===== src/core/jtap_regs.svh =====
// Purpose: Constants of the test access port.
// Assumes: Included by its bare name.
// Notes:   Definitions only.
`ifndef JTAP_REGS_SVH
`define JTAP_REGS_SVH

// ==========================================================
// Instruction register
`define JTAP_IR_LEN 4
`define JTAP_IR_EXTEST 4'h0
`define JTAP_IR_SAMPLE 4'h1
`define JTAP_IR_BYPASS 4'hF
`define JTAP_IR_CAPTURE 4'h5

// ==========================================================
// Boundary scan and reset sequence
`define JTAP_BSR_PINS 8
`define JTAP_RESET_TMS 3'h5
`define JTAP_TMS_CNT_MAX 3'h7

`endif


===== src/core/jtap_pkg.sv =====
// Purpose: Types of the test access port.
// Assumes: Nothing.
// Notes:   State names follow the standard controller graph.
`default_nettype none

package jtap_pkg;
  typedef enum logic [3:0] {
    ST_RESET, ST_IDLE, ST_SEL_DR, ST_CAP_DR, ST_SHIFT_DR, ST_EXIT1_DR,
    ST_PAUSE_DR, ST_EXIT2_DR, ST_UPD_DR, ST_SEL_IR, ST_CAP_IR,
    ST_SHIFT_IR, ST_EXIT1_IR, ST_PAUSE_IR, ST_EXIT2_IR, ST_UPD_IR
  } jtap_state_t;
endpackage

`default_nettype wire


===== src/core/jtap_sync.sv =====
// Purpose: Two-flop synchroniser for a group of level inputs.
// Assumes: Inputs are asynchronous to sys_clk.
// Notes:   First stage feeds only the second stage.
`default_nettype none

module jtap_sync #(
  parameter int W = 1,
  parameter logic [W-1:0] INIT = '0
) (
  // Clock and reset
  input wire logic sys_clk,
  input wire logic rst_n,
  // Data
  input wire logic [W-1:0] d,
  output logic [W-1:0] q
);
  logic [W-1:0] meta_q;

  always_ff @(posedge sys_clk) begin
    if (!rst_n) begin
      meta_q <= INIT;
      q <= INIT;
    end else begin
      meta_q <= d;
      q <= meta_q;
    end
  end
endmodule

`default_nettype wire


===== src/core/jtap_bsr.sv =====
// Purpose: Boundary-scan chain with parallel update latch.
// Assumes: Strobes are one-cycle pulses on sys_clk.
// Notes:   Low cells watch pins, high cells watch core outputs.
`default_nettype none
`include "jtap_regs.svh"

module jtap_bsr import jtap_pkg::*; #(
  parameter int N = `JTAP_BSR_PINS
) (
  // Clock and reset
  input wire logic sys_clk,
  input wire logic rst_n,
  // Strobes
  input wire logic capture,
  input wire logic shift,
  input wire logic update,
  // Serial path
  input wire logic sin,
  output logic sout,
  // Parallel sides
  input wire logic [N-1:0] pin_in,
  input wire logic [N-1:0] core_out,
  output logic [N-1:0] upd_q
);
  logic [2*N-1:0] cell_q;
  logic [2*N-1:0] cap_val;
  logic [2*N:0] chain;

  assign cap_val = {core_out, pin_in};
  assign chain = {sin, cell_q};
  assign sout = cell_q[0];

  // ==========================================================
  // Scan cells
  for (genvar i = 0; i < 2 * N; i++) begin : g_cell
    always_ff @(posedge sys_clk) begin
      if (!rst_n) begin
        cell_q[i] <= 1'b0;
      end else if (capture) begin
        cell_q[i] <= cap_val[i];
      end else if (shift) begin
        cell_q[i] <= chain[i+1];
      end
    end
  end

  // ==========================================================
  // Update latch
  always_ff @(posedge sys_clk) begin
    if (!rst_n) begin
      upd_q <= '0;
    end else if (update) begin
      upd_q <= cell_q[2*N-1:N];
    end
  end
endmodule

`default_nettype wire


===== src/core/jtap_tap.sv =====
// Purpose: Boundary-scan test access port with controller,
//          instruction register, bypass and boundary registers.
// Assumes: sys_clk is far faster than tck; link pins are async.
// Notes:   Test logic steps on tck edges that sys_clk finds.
// Function
// - Port has tck, tms, tdi inputs and a tdo output.
// - Test reset low forces the controller to reset without tck.
// - All test logic advances only on edges of the test clock.
// - Instructions and data enter serially on tdi, one bit a clock.
// - Controller decodes tms to pick the next operation.
// - Shifted instruction and data bits leave serially on tdo.
// - Bypass and boundary-scan data registers both exist.
// - Extra data registers are optional; none are relied upon.
// - Bypass is one stage from tdi to tdo.
// - Boundary register gives serial access to pins.
// - Active instruction picks the test and the data register.
// - Instruction shift path has at least two cells.
// - Controller is a synchronous machine stepped by tms at tck.
// - Five high tms clocks reach reset; high tms stays there.
// - Shift-DR moves the selected register one bit toward tdo.
// - Update-IR latches the instruction; latch steady while shifting.
// - Update-DR loads the parallel latch; latch steady while shifting.
`default_nettype none
`include "jtap_regs.svh"

module jtap_tap import jtap_pkg::*; (
  // Clock and reset
  input wire logic sys_clk,
  input wire logic rst_n,
  // Test port
  input wire logic tck,
  input wire logic tms,
  input wire logic tdi,
  input wire logic trst_n,
  output logic tdo,
  output logic tdo_oe_n,
  // Boundary pins
  input wire logic [`JTAP_BSR_PINS-1:0] pin_in,
  input wire logic [`JTAP_BSR_PINS-1:0] core_out,
  output logic [`JTAP_BSR_PINS-1:0] pin_out,
  // Status
  output logic [`JTAP_IR_LEN-1:0] instr,
  output logic test_mode
);
  localparam int N = `JTAP_BSR_PINS;

  logic tck_s, tms_s, tdi_s, trst_s;
  logic [N-1:0] pin_s;
  logic tck_prev_q;
  logic tck_rise, tck_fall;
  jtap_state_t st_q, st_d;
  logic [`JTAP_IR_LEN-1:0] ir_sh_q, ir_q;
  logic byp_q;
  logic [2:0] tms_cnt_q;
  logic tdo_q, tdo_oe_n_q, test_mode_q;
  logic [N-1:0] pin_out_q, bsr_upd;
  logic bsr_sout;
  logic sel_bsr, sel_byp, is_extest;
  logic in_shift, dr_bit, tdo_d;
  logic bsr_cap, bsr_shift, bsr_upd_stb;

  // ==========================================================
  // Link synchronisers and edge finders
  jtap_sync #(.W(4), .INIT(4'h8)) u_link_sync (
    .sys_clk(sys_clk),
    .rst_n(rst_n),
    .d({trst_n, tdi, tms, tck}),
    .q({trst_s, tdi_s, tms_s, tck_s})
  );

  jtap_sync #(.W(N), .INIT('0)) u_pin_sync (
    .sys_clk(sys_clk),
    .rst_n(rst_n),
    .d(pin_in),
    .q(pin_s)
  );

  // Same two flops on tms and tdi, so they line up with tck edges
  always_ff @(posedge sys_clk) begin
    if (!rst_n) begin
      tck_prev_q <= 1'b0;
    end else begin
      tck_prev_q <= tck_s;
    end
  end

  assign tck_rise = tck_s & ~tck_prev_q;
  assign tck_fall = ~tck_s & tck_prev_q;

  // ==========================================================
  // Controller next state
  // Sixteen states, every code legal, so no default
  always_comb begin
    st_d = st_q;
    unique case (st_q)
      ST_RESET: st_d = tms_s ? ST_RESET : ST_IDLE;
      ST_IDLE: st_d = tms_s ? ST_SEL_DR : ST_IDLE;
      ST_SEL_DR: st_d = tms_s ? ST_SEL_IR : ST_CAP_DR;
      ST_CAP_DR: st_d = tms_s ? ST_EXIT1_DR : ST_SHIFT_DR;
      ST_SHIFT_DR: st_d = tms_s ? ST_EXIT1_DR : ST_SHIFT_DR;
      ST_EXIT1_DR: st_d = tms_s ? ST_UPD_DR : ST_PAUSE_DR;
      ST_PAUSE_DR: st_d = tms_s ? ST_EXIT2_DR : ST_PAUSE_DR;
      ST_EXIT2_DR: st_d = tms_s ? ST_UPD_DR : ST_SHIFT_DR;
      ST_UPD_DR: st_d = tms_s ? ST_SEL_DR : ST_IDLE;
      ST_SEL_IR: st_d = tms_s ? ST_RESET : ST_CAP_IR;
      ST_CAP_IR: st_d = tms_s ? ST_EXIT1_IR : ST_SHIFT_IR;
      ST_SHIFT_IR: st_d = tms_s ? ST_EXIT1_IR : ST_SHIFT_IR;
      ST_EXIT1_IR: st_d = tms_s ? ST_UPD_IR : ST_PAUSE_IR;
      ST_PAUSE_IR: st_d = tms_s ? ST_EXIT2_IR : ST_PAUSE_IR;
      ST_EXIT2_IR: st_d = tms_s ? ST_UPD_IR : ST_SHIFT_IR;
      ST_UPD_IR: st_d = tms_s ? ST_SEL_DR : ST_IDLE;
    endcase
  end

  // Test reset wins over any tck edge
  always_ff @(posedge sys_clk) begin
    if (!rst_n || !trst_s) begin
      st_q <= ST_RESET;
    end else if (tck_rise) begin
      st_q <= st_d;
    end
  end

  // Consecutive high tms count, for checking the reset path
  always_ff @(posedge sys_clk) begin
    if (!rst_n) begin
      tms_cnt_q <= 3'h0;
    end else if (tck_rise) begin
      if (!tms_s) begin
        tms_cnt_q <= 3'h0;
      end else if (tms_cnt_q != `JTAP_TMS_CNT_MAX) begin
        tms_cnt_q <= tms_cnt_q + 3'h1;
      end
    end
  end

  // ==========================================================
  // Instruction register
  always_ff @(posedge sys_clk) begin
    if (!rst_n) begin
      ir_sh_q <= `JTAP_IR_CAPTURE;
    end else if (tck_rise && st_q == ST_CAP_IR) begin
      ir_sh_q <= `JTAP_IR_CAPTURE;
    end else if (tck_rise && st_q == ST_SHIFT_IR) begin
      ir_sh_q <= {tdi_s, ir_sh_q[`JTAP_IR_LEN-1:1]};
    end
  end

  // Active instruction loads at the tck fall in Update-IR; reset state and test reset restore bypass
  always_ff @(posedge sys_clk) begin
    if (!rst_n || !trst_s || st_q == ST_RESET) begin
      ir_q <= `JTAP_IR_BYPASS;
    end else if (tck_fall && st_q == ST_UPD_IR) begin
      ir_q <= ir_sh_q;
    end
  end

  // ==========================================================
  // Data register selection
  // Unknown codes fall back to bypass
  assign is_extest = (ir_q == `JTAP_IR_EXTEST);
  assign sel_bsr = is_extest || (ir_q == `JTAP_IR_SAMPLE);
  assign sel_byp = ~sel_bsr;

  // Bypass stage captures zero, then passes tdi through
  always_ff @(posedge sys_clk) begin
    if (!rst_n) begin
      byp_q <= 1'b0;
    end else if (tck_rise && sel_byp && st_q == ST_CAP_DR) begin
      byp_q <= 1'b0;
    end else if (tck_rise && sel_byp && st_q == ST_SHIFT_DR) begin
      byp_q <= tdi_s;
    end
  end

  assign bsr_cap = tck_rise && sel_bsr && st_q == ST_CAP_DR;
  assign bsr_shift = tck_rise && sel_bsr && st_q == ST_SHIFT_DR;
  assign bsr_upd_stb = tck_fall && sel_bsr && st_q == ST_UPD_DR;

  jtap_bsr #(.N(N)) u_bsr (
    .sys_clk(sys_clk),
    .rst_n(rst_n),
    .capture(bsr_cap),
    .shift(bsr_shift),
    .update(bsr_upd_stb),
    .sin(tdi_s),
    .sout(bsr_sout),
    .pin_in(pin_s),
    .core_out(core_out),
    .upd_q(bsr_upd)
  );

  // ==========================================================
  // Serial output
  assign in_shift = (st_q == ST_SHIFT_DR) || (st_q == ST_SHIFT_IR);
  assign dr_bit = sel_bsr ? bsr_sout : byp_q;
  assign tdo_d = (st_q == ST_SHIFT_IR) ? ir_sh_q[0] : dr_bit;

  // tdo keeps its last bit outside shift; oe_n tells the probe
  always_ff @(posedge sys_clk) begin
    if (!rst_n) begin
      tdo_q <= 1'b0;
      tdo_oe_n_q <= 1'b1;
    end else if (tck_fall) begin
      tdo_q <= in_shift ? tdo_d : tdo_q;
      tdo_oe_n_q <= ~in_shift;
    end
  end

  // ==========================================================
  // Pin and status outputs
  // Pins follow the core unless EXTEST drives them from the latch
  always_ff @(posedge sys_clk) begin
    if (!rst_n) begin
      pin_out_q <= '0;
      test_mode_q <= 1'b0;
    end else begin
      pin_out_q <= is_extest ? bsr_upd : core_out;
      test_mode_q <= is_extest;
    end
  end

  assign tdo = tdo_q;
  assign tdo_oe_n = tdo_oe_n_q;
  assign pin_out = pin_out_q;
  assign instr = ir_q;
  assign test_mode = test_mode_q;
endmodule

`default_nettype wire


===== config.mk =====
export PLATFORM = sky130hd
export DESIGN_NAME = jtap_tap
export DESIGN_NICKNAME = d
export VERILOG_FILES = /design/src/core/jtap_pkg.sv /design/src/core/jtap_sync.sv /design/src/core/jtap_bsr.sv /design/src/core/jtap_tap.sv
export VERILOG_INCLUDE_DIRS = /design/src /design/src/core
export SDC_FILE = /design/constraint.sdc
export NUM_CORES = 1
export LEC_CHECK = 0
export BUFFER_PORTS_ARGS = -buffer_cell sky130_fd_sc_hd__buf_2
export CAP_MARGIN = 20
export CORE_MARGIN = 1.5
export CORE_UTILIZATION = 40
export CTS_BUF_LIST = sky130_fd_sc_hd__clkbuf_2
export DETAILED_ROUTE_END_ITERATION = 8
export PLACE_DENSITY_LB_ADDON = 0.08
export RECOVER_POWER = 100
export SYNTH_ARGS = -nofsm -noshare
export SYNTH_HDL_FRONTEND = slang
export SYNTH_SLANG_ARGS = --single-unit

===== constraint.sdc =====
create_clock -name sys_clk -period 1.85 [get_ports sys_clk]
set_input_delay 0.4625 -clock sys_clk [delete_from_list [all_inputs] [get_ports sys_clk]]
set_output_delay 0.4625 -clock sys_clk [all_outputs]
set_load 0.01 [all_outputs]

# After elaboration in Yosys (flattened, before gate mapping)
# Cells that the tools add are included.
# word_totals
latch_bits	0
out_inout_bits	15
memories	0
inputBits	22
ff_bits	73
elab_cells	127
romBits	0
ramBits	0
# classes
bitwise_logic	7
n_mul	0
n_mux	48
shifts	0
div	0
n_eq_ne	16
magnitude_cmp	0
n_addsub	0
n_reduce_logical	26
# op_table
op	n
one-hot mux 4 bit (12 select lines)	1
two-way mux 1 bit	37
equality test 4 bit, second input constant	8
equality test 4 x 3 -> 1 bit, second input constant	4
two-way mux 4 bit	4
logical AND 1 bit	11
equality test 4 x 1 -> 1 bit, second input constant	2
equality test 4 x 2 -> 1 bit, second input constant	2
zero test 4 bit	2
two-way mux 8 bit	1
OR reduction 2 bit	4
two-way mux 2 bit	3
two-way mux 3 bit	2
inverter 1 bit	5
logical OR 1 bit	4
OR reduction 3 bit	1
AND 1 bit	2
zero test 1 bit	2
AND reduction 2 bit	1
nonzero test 2 bit	1

# Longest topological paths before layout
# logic_depth
depth_word	6
depth_mapped	7
mapped_depth_nobuf	4

# Hierarchy
# Synthesis repeated with hierarchy kept, for this count alone.
# unflattened
hier_cells	300
hier_area_um2	3054.2
# modules_own_cells
module	instances	seq_area_each_um2	cells_per_inst	area_each_um2
jtap_tap	1	500.5	155	1249.9
jtap_bsr	1	480.5	96	1147.4
jtap_sync (u_pin_sync)	1	320.3	33	446.7
jtap_sync (u_link_sync)	1	160.2	16	210.2

# Worst setup path before layout
# OpenSTA, ideal clock, no wires.
# synth_timing
path_type	register to register
start	register st_q[2]
end	register u_bsr.cell_q[10]
path_slack_ps	160
path_buffers	2
stages_incl_launch_ff	7
t_arrival_ps	1573
synth_period_minus_slack_ps	1690
setup_ps	116
t_required_ps	1734
path_cell_list	dfxtp_1 -> buf_4 -> or3b_4 -> a2111oi_4 -> buf_6 -> nand2_1 -> o211a_1
# synth_between
elab_chain_cells	3
word_cells_on_any_way	6
classes_between	eq/ne (2); mux (1); reduce/logical (3)
# synth_rtl
item	line	rtl
from (decl)	jtap_tap.sv:51	jtap_state_t st_q, st_d;
from (signal assigned)	jtap_tap.sv:120	st_q <= st_d;
equality test 4 x 2 -> 1 bit or equality test 4 x 3 -> 1 bit (tied branches)	jtap_tap.sv:176, jtap_tap.sv:177	
logical AND 1 bit, on equally long branches	jtap_tap.sv:176, jtap_tap.sv:177	
two-way mux 1 bit or nonzero test 2 bit (tied branches)	-	
to (signal, indexed assignment)	jtap_bsr.sv:40	cell_q[i] <= cap_val[i];
to (signal, indexed assignment)	jtap_bsr.sv:42	cell_q[i] <= chain[i+1];
to (decl)	jtap_bsr.sv:25	logic [2*N-1:0] cell_q;
# Parallel ways exist; a longest one is shown, timed or not.
# A chain may end at the register's enable or synchronous reset.

# Final worst setup path
# layout_timing
start	register ir_q[0], in the netlist instr[0]
end	output port instr[0]
# layout_rtl
item	line	rtl
from (decl)	jtap_tap.sv:52	logic [`JTAP_IR_LEN-1:0] ir_sh_q, ir_q;
from (signal assigned)	jtap_tap.sv:152	ir_q <= `JTAP_IR_BYPASS;
from (signal assigned)	jtap_tap.sv:154	ir_q <= ir_sh_q;
to (decl)	jtap_tap.sv:42	output logic [`JTAP_IR_LEN-1:0] instr,
# No word-level cell between the ends.

==> impl_results.md <==
- Run status: finished clean
- Clock Skews: 0.0288 ns
- DR top layer: met4
- Commonest non-fill, non-tap cells in the layout: dfxtp_1 (72), nand2_1 (32), mux2i_1 (24)
- CTS H-tree lvls: 3
- Initial drt markers: 99
- Critical-path maximum fanout: 11
- Synthesis warning total: 0
- Worst Path Arrival: 1.24 ns
- Cell Pwr Density: 808 nW/um^2
- Top-level port count: 37
- IR drop worst, VDD: 0.000400 V
- Maximum clock path buffer count: 2
- Post-synth design cell area: 2960 sq um
- Origin of the worst setup path: instr[0]$_SDFFE_PP1P_
- WP depth: 1
- Leading register cell type out of synthesis: dfxtp_1
- Die width: 89.0 microns
- Proportion of synthesized flip-flops having asynchronous set or reset: 0%
- Drt total wl: 5.56 mm
- Die Outline Area: 7920 sq um
- Buffer type at the clock tree root: clkbuf_2
- Average routed wire per standard cell: 12.4 microns
- Met1 Wirelength: 2.94 mm
- Setup repair after global routing missed its margin: false
- Net total in the final layout: 365
- CTS tree: done
- Total count of hold-check failures in the final report: 0
- Buffers plus inverters on the worst setup path: 1
- Yosys top cell by area: dfxtp_1
- Type of element capturing the critical path: output pin
- Synth Area per Inst: 9.73 sq um
- P&R area growth vs syn: 15.2%
- Share of the cycle needed by the critical path after routing: 92.0%
- Highest achievable clock rate: 587 MHz
- Aggregate global-route resource usage: 15.4%
- Flops & latches, synth: 73
- Most common library cell in the layout ignoring fill and taps: dfxtp_1
- Reported leakage power: 1.37 nW
- Sinks on the clock net: 73
- Number of max-slew violations in the final report: 0
- GRT Residual Overflow: 0
- Antenna violations before repair: 0
- Setup violation total in the final timing report: 0
- Via density per instance: 4.80
- Critical Path, Cell by Cell: clkbuf_1
- Setup Crit Path Kind: reg -> out
- Met3 WL: 246 microns
- Worst Reg-to-Reg Cells: 5
- Worst EP required: 1.39 ns
- Layout cell share with drive strength beyond 1: 16.7%
- Core outline area: 7210 sq um
- Path class of the lowest-slack min-delay path: in -> reg
- Met2 layer wire length in the routed design: 2.24 mm
- Worst relative slew slack: 53.2%
- Endpoint of the worst setup timing path: instr[0]
- RR Endpoint: u_bsr.cell_q[15]$_SDFFE_PN0P_
- Number of buffers inserted by port buffering: 36
- Via count: 2145
- Gate count after technology mapping: 304
- Clock buffer count from CTS: 9
- CTS clk-pin slew, worst paths: 0.19 ns
- Number of inserted filler cells in the final layout: 727
- Post-CTS setup-driven buffer insertion count: 0
- Footprint of the multi-input gates: 1370 sq um
- Syn_nets: 326
- Drt drc: 0
- ANT cells: 0
- Number of enable flip-flop cells after synthesis: 0
- FF+latch area: 1460 sq um
- Delay-heaviest family, CP: flip-flops
- Clock insertion delay at the later pin of the skew report: 0.51 ns
- Count of max-cap constraint violations: 0
- Largest cells by area after synthesis: dfxtp_1 (49%), mux2i_1 (8.1%), and2_1 (5.1%)
- Beginning of the worst register-to-register path: st_q[1]$_SDFFE_PP0P_
- First drt pass iteration count: 4
- Pwr Total: 2.75 mW
- Starting Density: 41.0%
- Setup Total Neg Slack: 0 ns
- Top cell type's share of synthesized area: 49.4%
- Crit path time final: 1.70 ns
- Minimum setup slack among reg-to-reg paths: 0.15 ns
- Antenna violation net count after detailed routing: 0
- Global-route wire length before repair: 9.14 mm
- Slowest-stage cell, CP: dfxtp_1
- Vias in the first global route: 1873
- Part of the Yosys area used for sequential elements: 49.4%
- HPWL after detailed placement: 3.75 mm
- Slowest cell delay on critical path: 0.56 ns
- Largest net degree at the start of global routing: 44
- Die Span Y: 89.0 microns
- Final RePlAce weighted congestion: 0.798
- Row count: 31
- Slew at the pin closest to its max-slew limit: 0.701 ns
- CP Launch Type: flip-flop
- Unique cell type count in the Yosys netlist: 40
-- metrics by stage --
step | cells | hold WS [ns] | area [sq um] | setup WS [ns] | utilization (%)
after floorplan | 304 | 0.386 | 2960 | 0.160 | -
after global placement | 431 | 0.391 | 3300 | 0.141 | 45.7
after detailed placement | 431 | 0.391 | 3300 | 0.131 | 45.7
after CTS | 447 | 0.0901 | 3440 | 0.0802 | 47.6
after global routing | 447 | 0.106 | 3410 | 0.0146 | 47.2
final | 447 | 0.136 | 3410 | 0.148 | 47.2
-- Yosys cell counts (3+ instances only) --
cell type,count
nor3_1,4
nor2b_1,12
nand2b_1,5
mux2i_1,24
o211ai_1,4
nor2_1,7
and2_1,24
or3_1,3
buf_6,3
clkbuf_1,16
nand2_1,32
dfxtp_1,73
a31oi_1,4
a21oi_1,7
nand4_1,3
o21ai_0,18
nand3_1,7
a21boi_0,11
inv_1,4
o211a_1,13
-- report_power, final --
| part | switching, mW | internal [mW] | leakage, nW | total [mW] |
|---|---|---|---|---|
| combinational | 0.0642 | 0.0584 | 0.697 | 0.123 |
| clock | 0.563 | 0.443 | 0.0718 | 1.01 |
| sequential | 0.0127 | 1.61 | 0.596 | 1.62 |
| total | 0.640 | 2.11 | 1.37 | 2.75 |
-- layer usage --
layer  global-route usage, %  vias up
li1                        -     1138
met1                    22.0      946
met2                    21.9       51
met3                    3.32       10
met4                    7.97        0
met5                       0        -
-- worst min path at each step --
stage                                     startpoint                          endpoint  slack [ns]  cells after the start
CTS                                           trst_n  u_link_sync.meta_q[3]$_SDFF_PN1_        0.09                      2
floorplan           u_link_sync.meta_q[3]$_SDFF_PN1_       u_link_sync.q[3]$_SDFF_PN1_        0.39                      1
global placement    u_link_sync.meta_q[3]$_SDFF_PN1_       u_link_sync.q[3]$_SDFF_PN1_        0.39                      1
detailed placement  u_link_sync.meta_q[3]$_SDFF_PN1_       u_link_sync.q[3]$_SDFF_PN1_        0.39                      1
global route                                  trst_n  u_link_sync.meta_q[3]$_SDFF_PN1_        0.11                      2
finish                                        trst_n  u_link_sync.meta_q[3]$_SDFF_PN1_        0.14                      2
-- cell type report --
type	count	area share [%]
Tap cell	99	3.64
Clock buffer	9	1.32
Multi-Input combinational cell	203	40.2
Inverter	4	0.441
Sequential cell	73	42.9
Clock inverter	7	2.79
Timing Repair Buffer	52	8.71
-- cells by family (layout without fill, tap and decap cells) --
logic type / Yosys count / in the layout / synth area share (%)
buf+inv: 28 / 72 / 4.70
mux: 24 / 24 / 8.13
simple gates: 108 / 108 / 20.0
xor+xnor: 2 / 2 / 0.593
flops: 73 / 73 / 49.4
compound gates: 69 / 69 / 17.2
-- timing repair --
item                                    4_1_cts  5_1_grt
endpoints found under the setup margin        0        3
hold endpoints to repair                      0        0
hold buffers                                  0        0
resized for setup                             0        1
-- sequential cells by signal, indices dropped and copies added, names as in the netlist, 4 cells and up --
| name | cells |
|---|---|
| instr | 4 |
| ir_sh_q | 4 |
| pin_out | 8 |
| st_q | 4 |
| u_bsr.cell_q | 15 |
| u_bsr.upd_q | 8 |
| u_link_sync.meta_q | 4 |
| u_link_sync.q | 4 |
| u_pin_sync.meta_q | 8 |
| u_pin_sync.q | 8 |
-- worst reg2reg max path, delay by kind of cell, from the launching register on --
family,cells,cell delay (ns)
and+or+nand+nor,2,0.50
AOI/OAI and AO/OA,2,0.48
DFF,1,0.40
buffers and inverters,1,0.23
(Power assumes the default switching activity.)
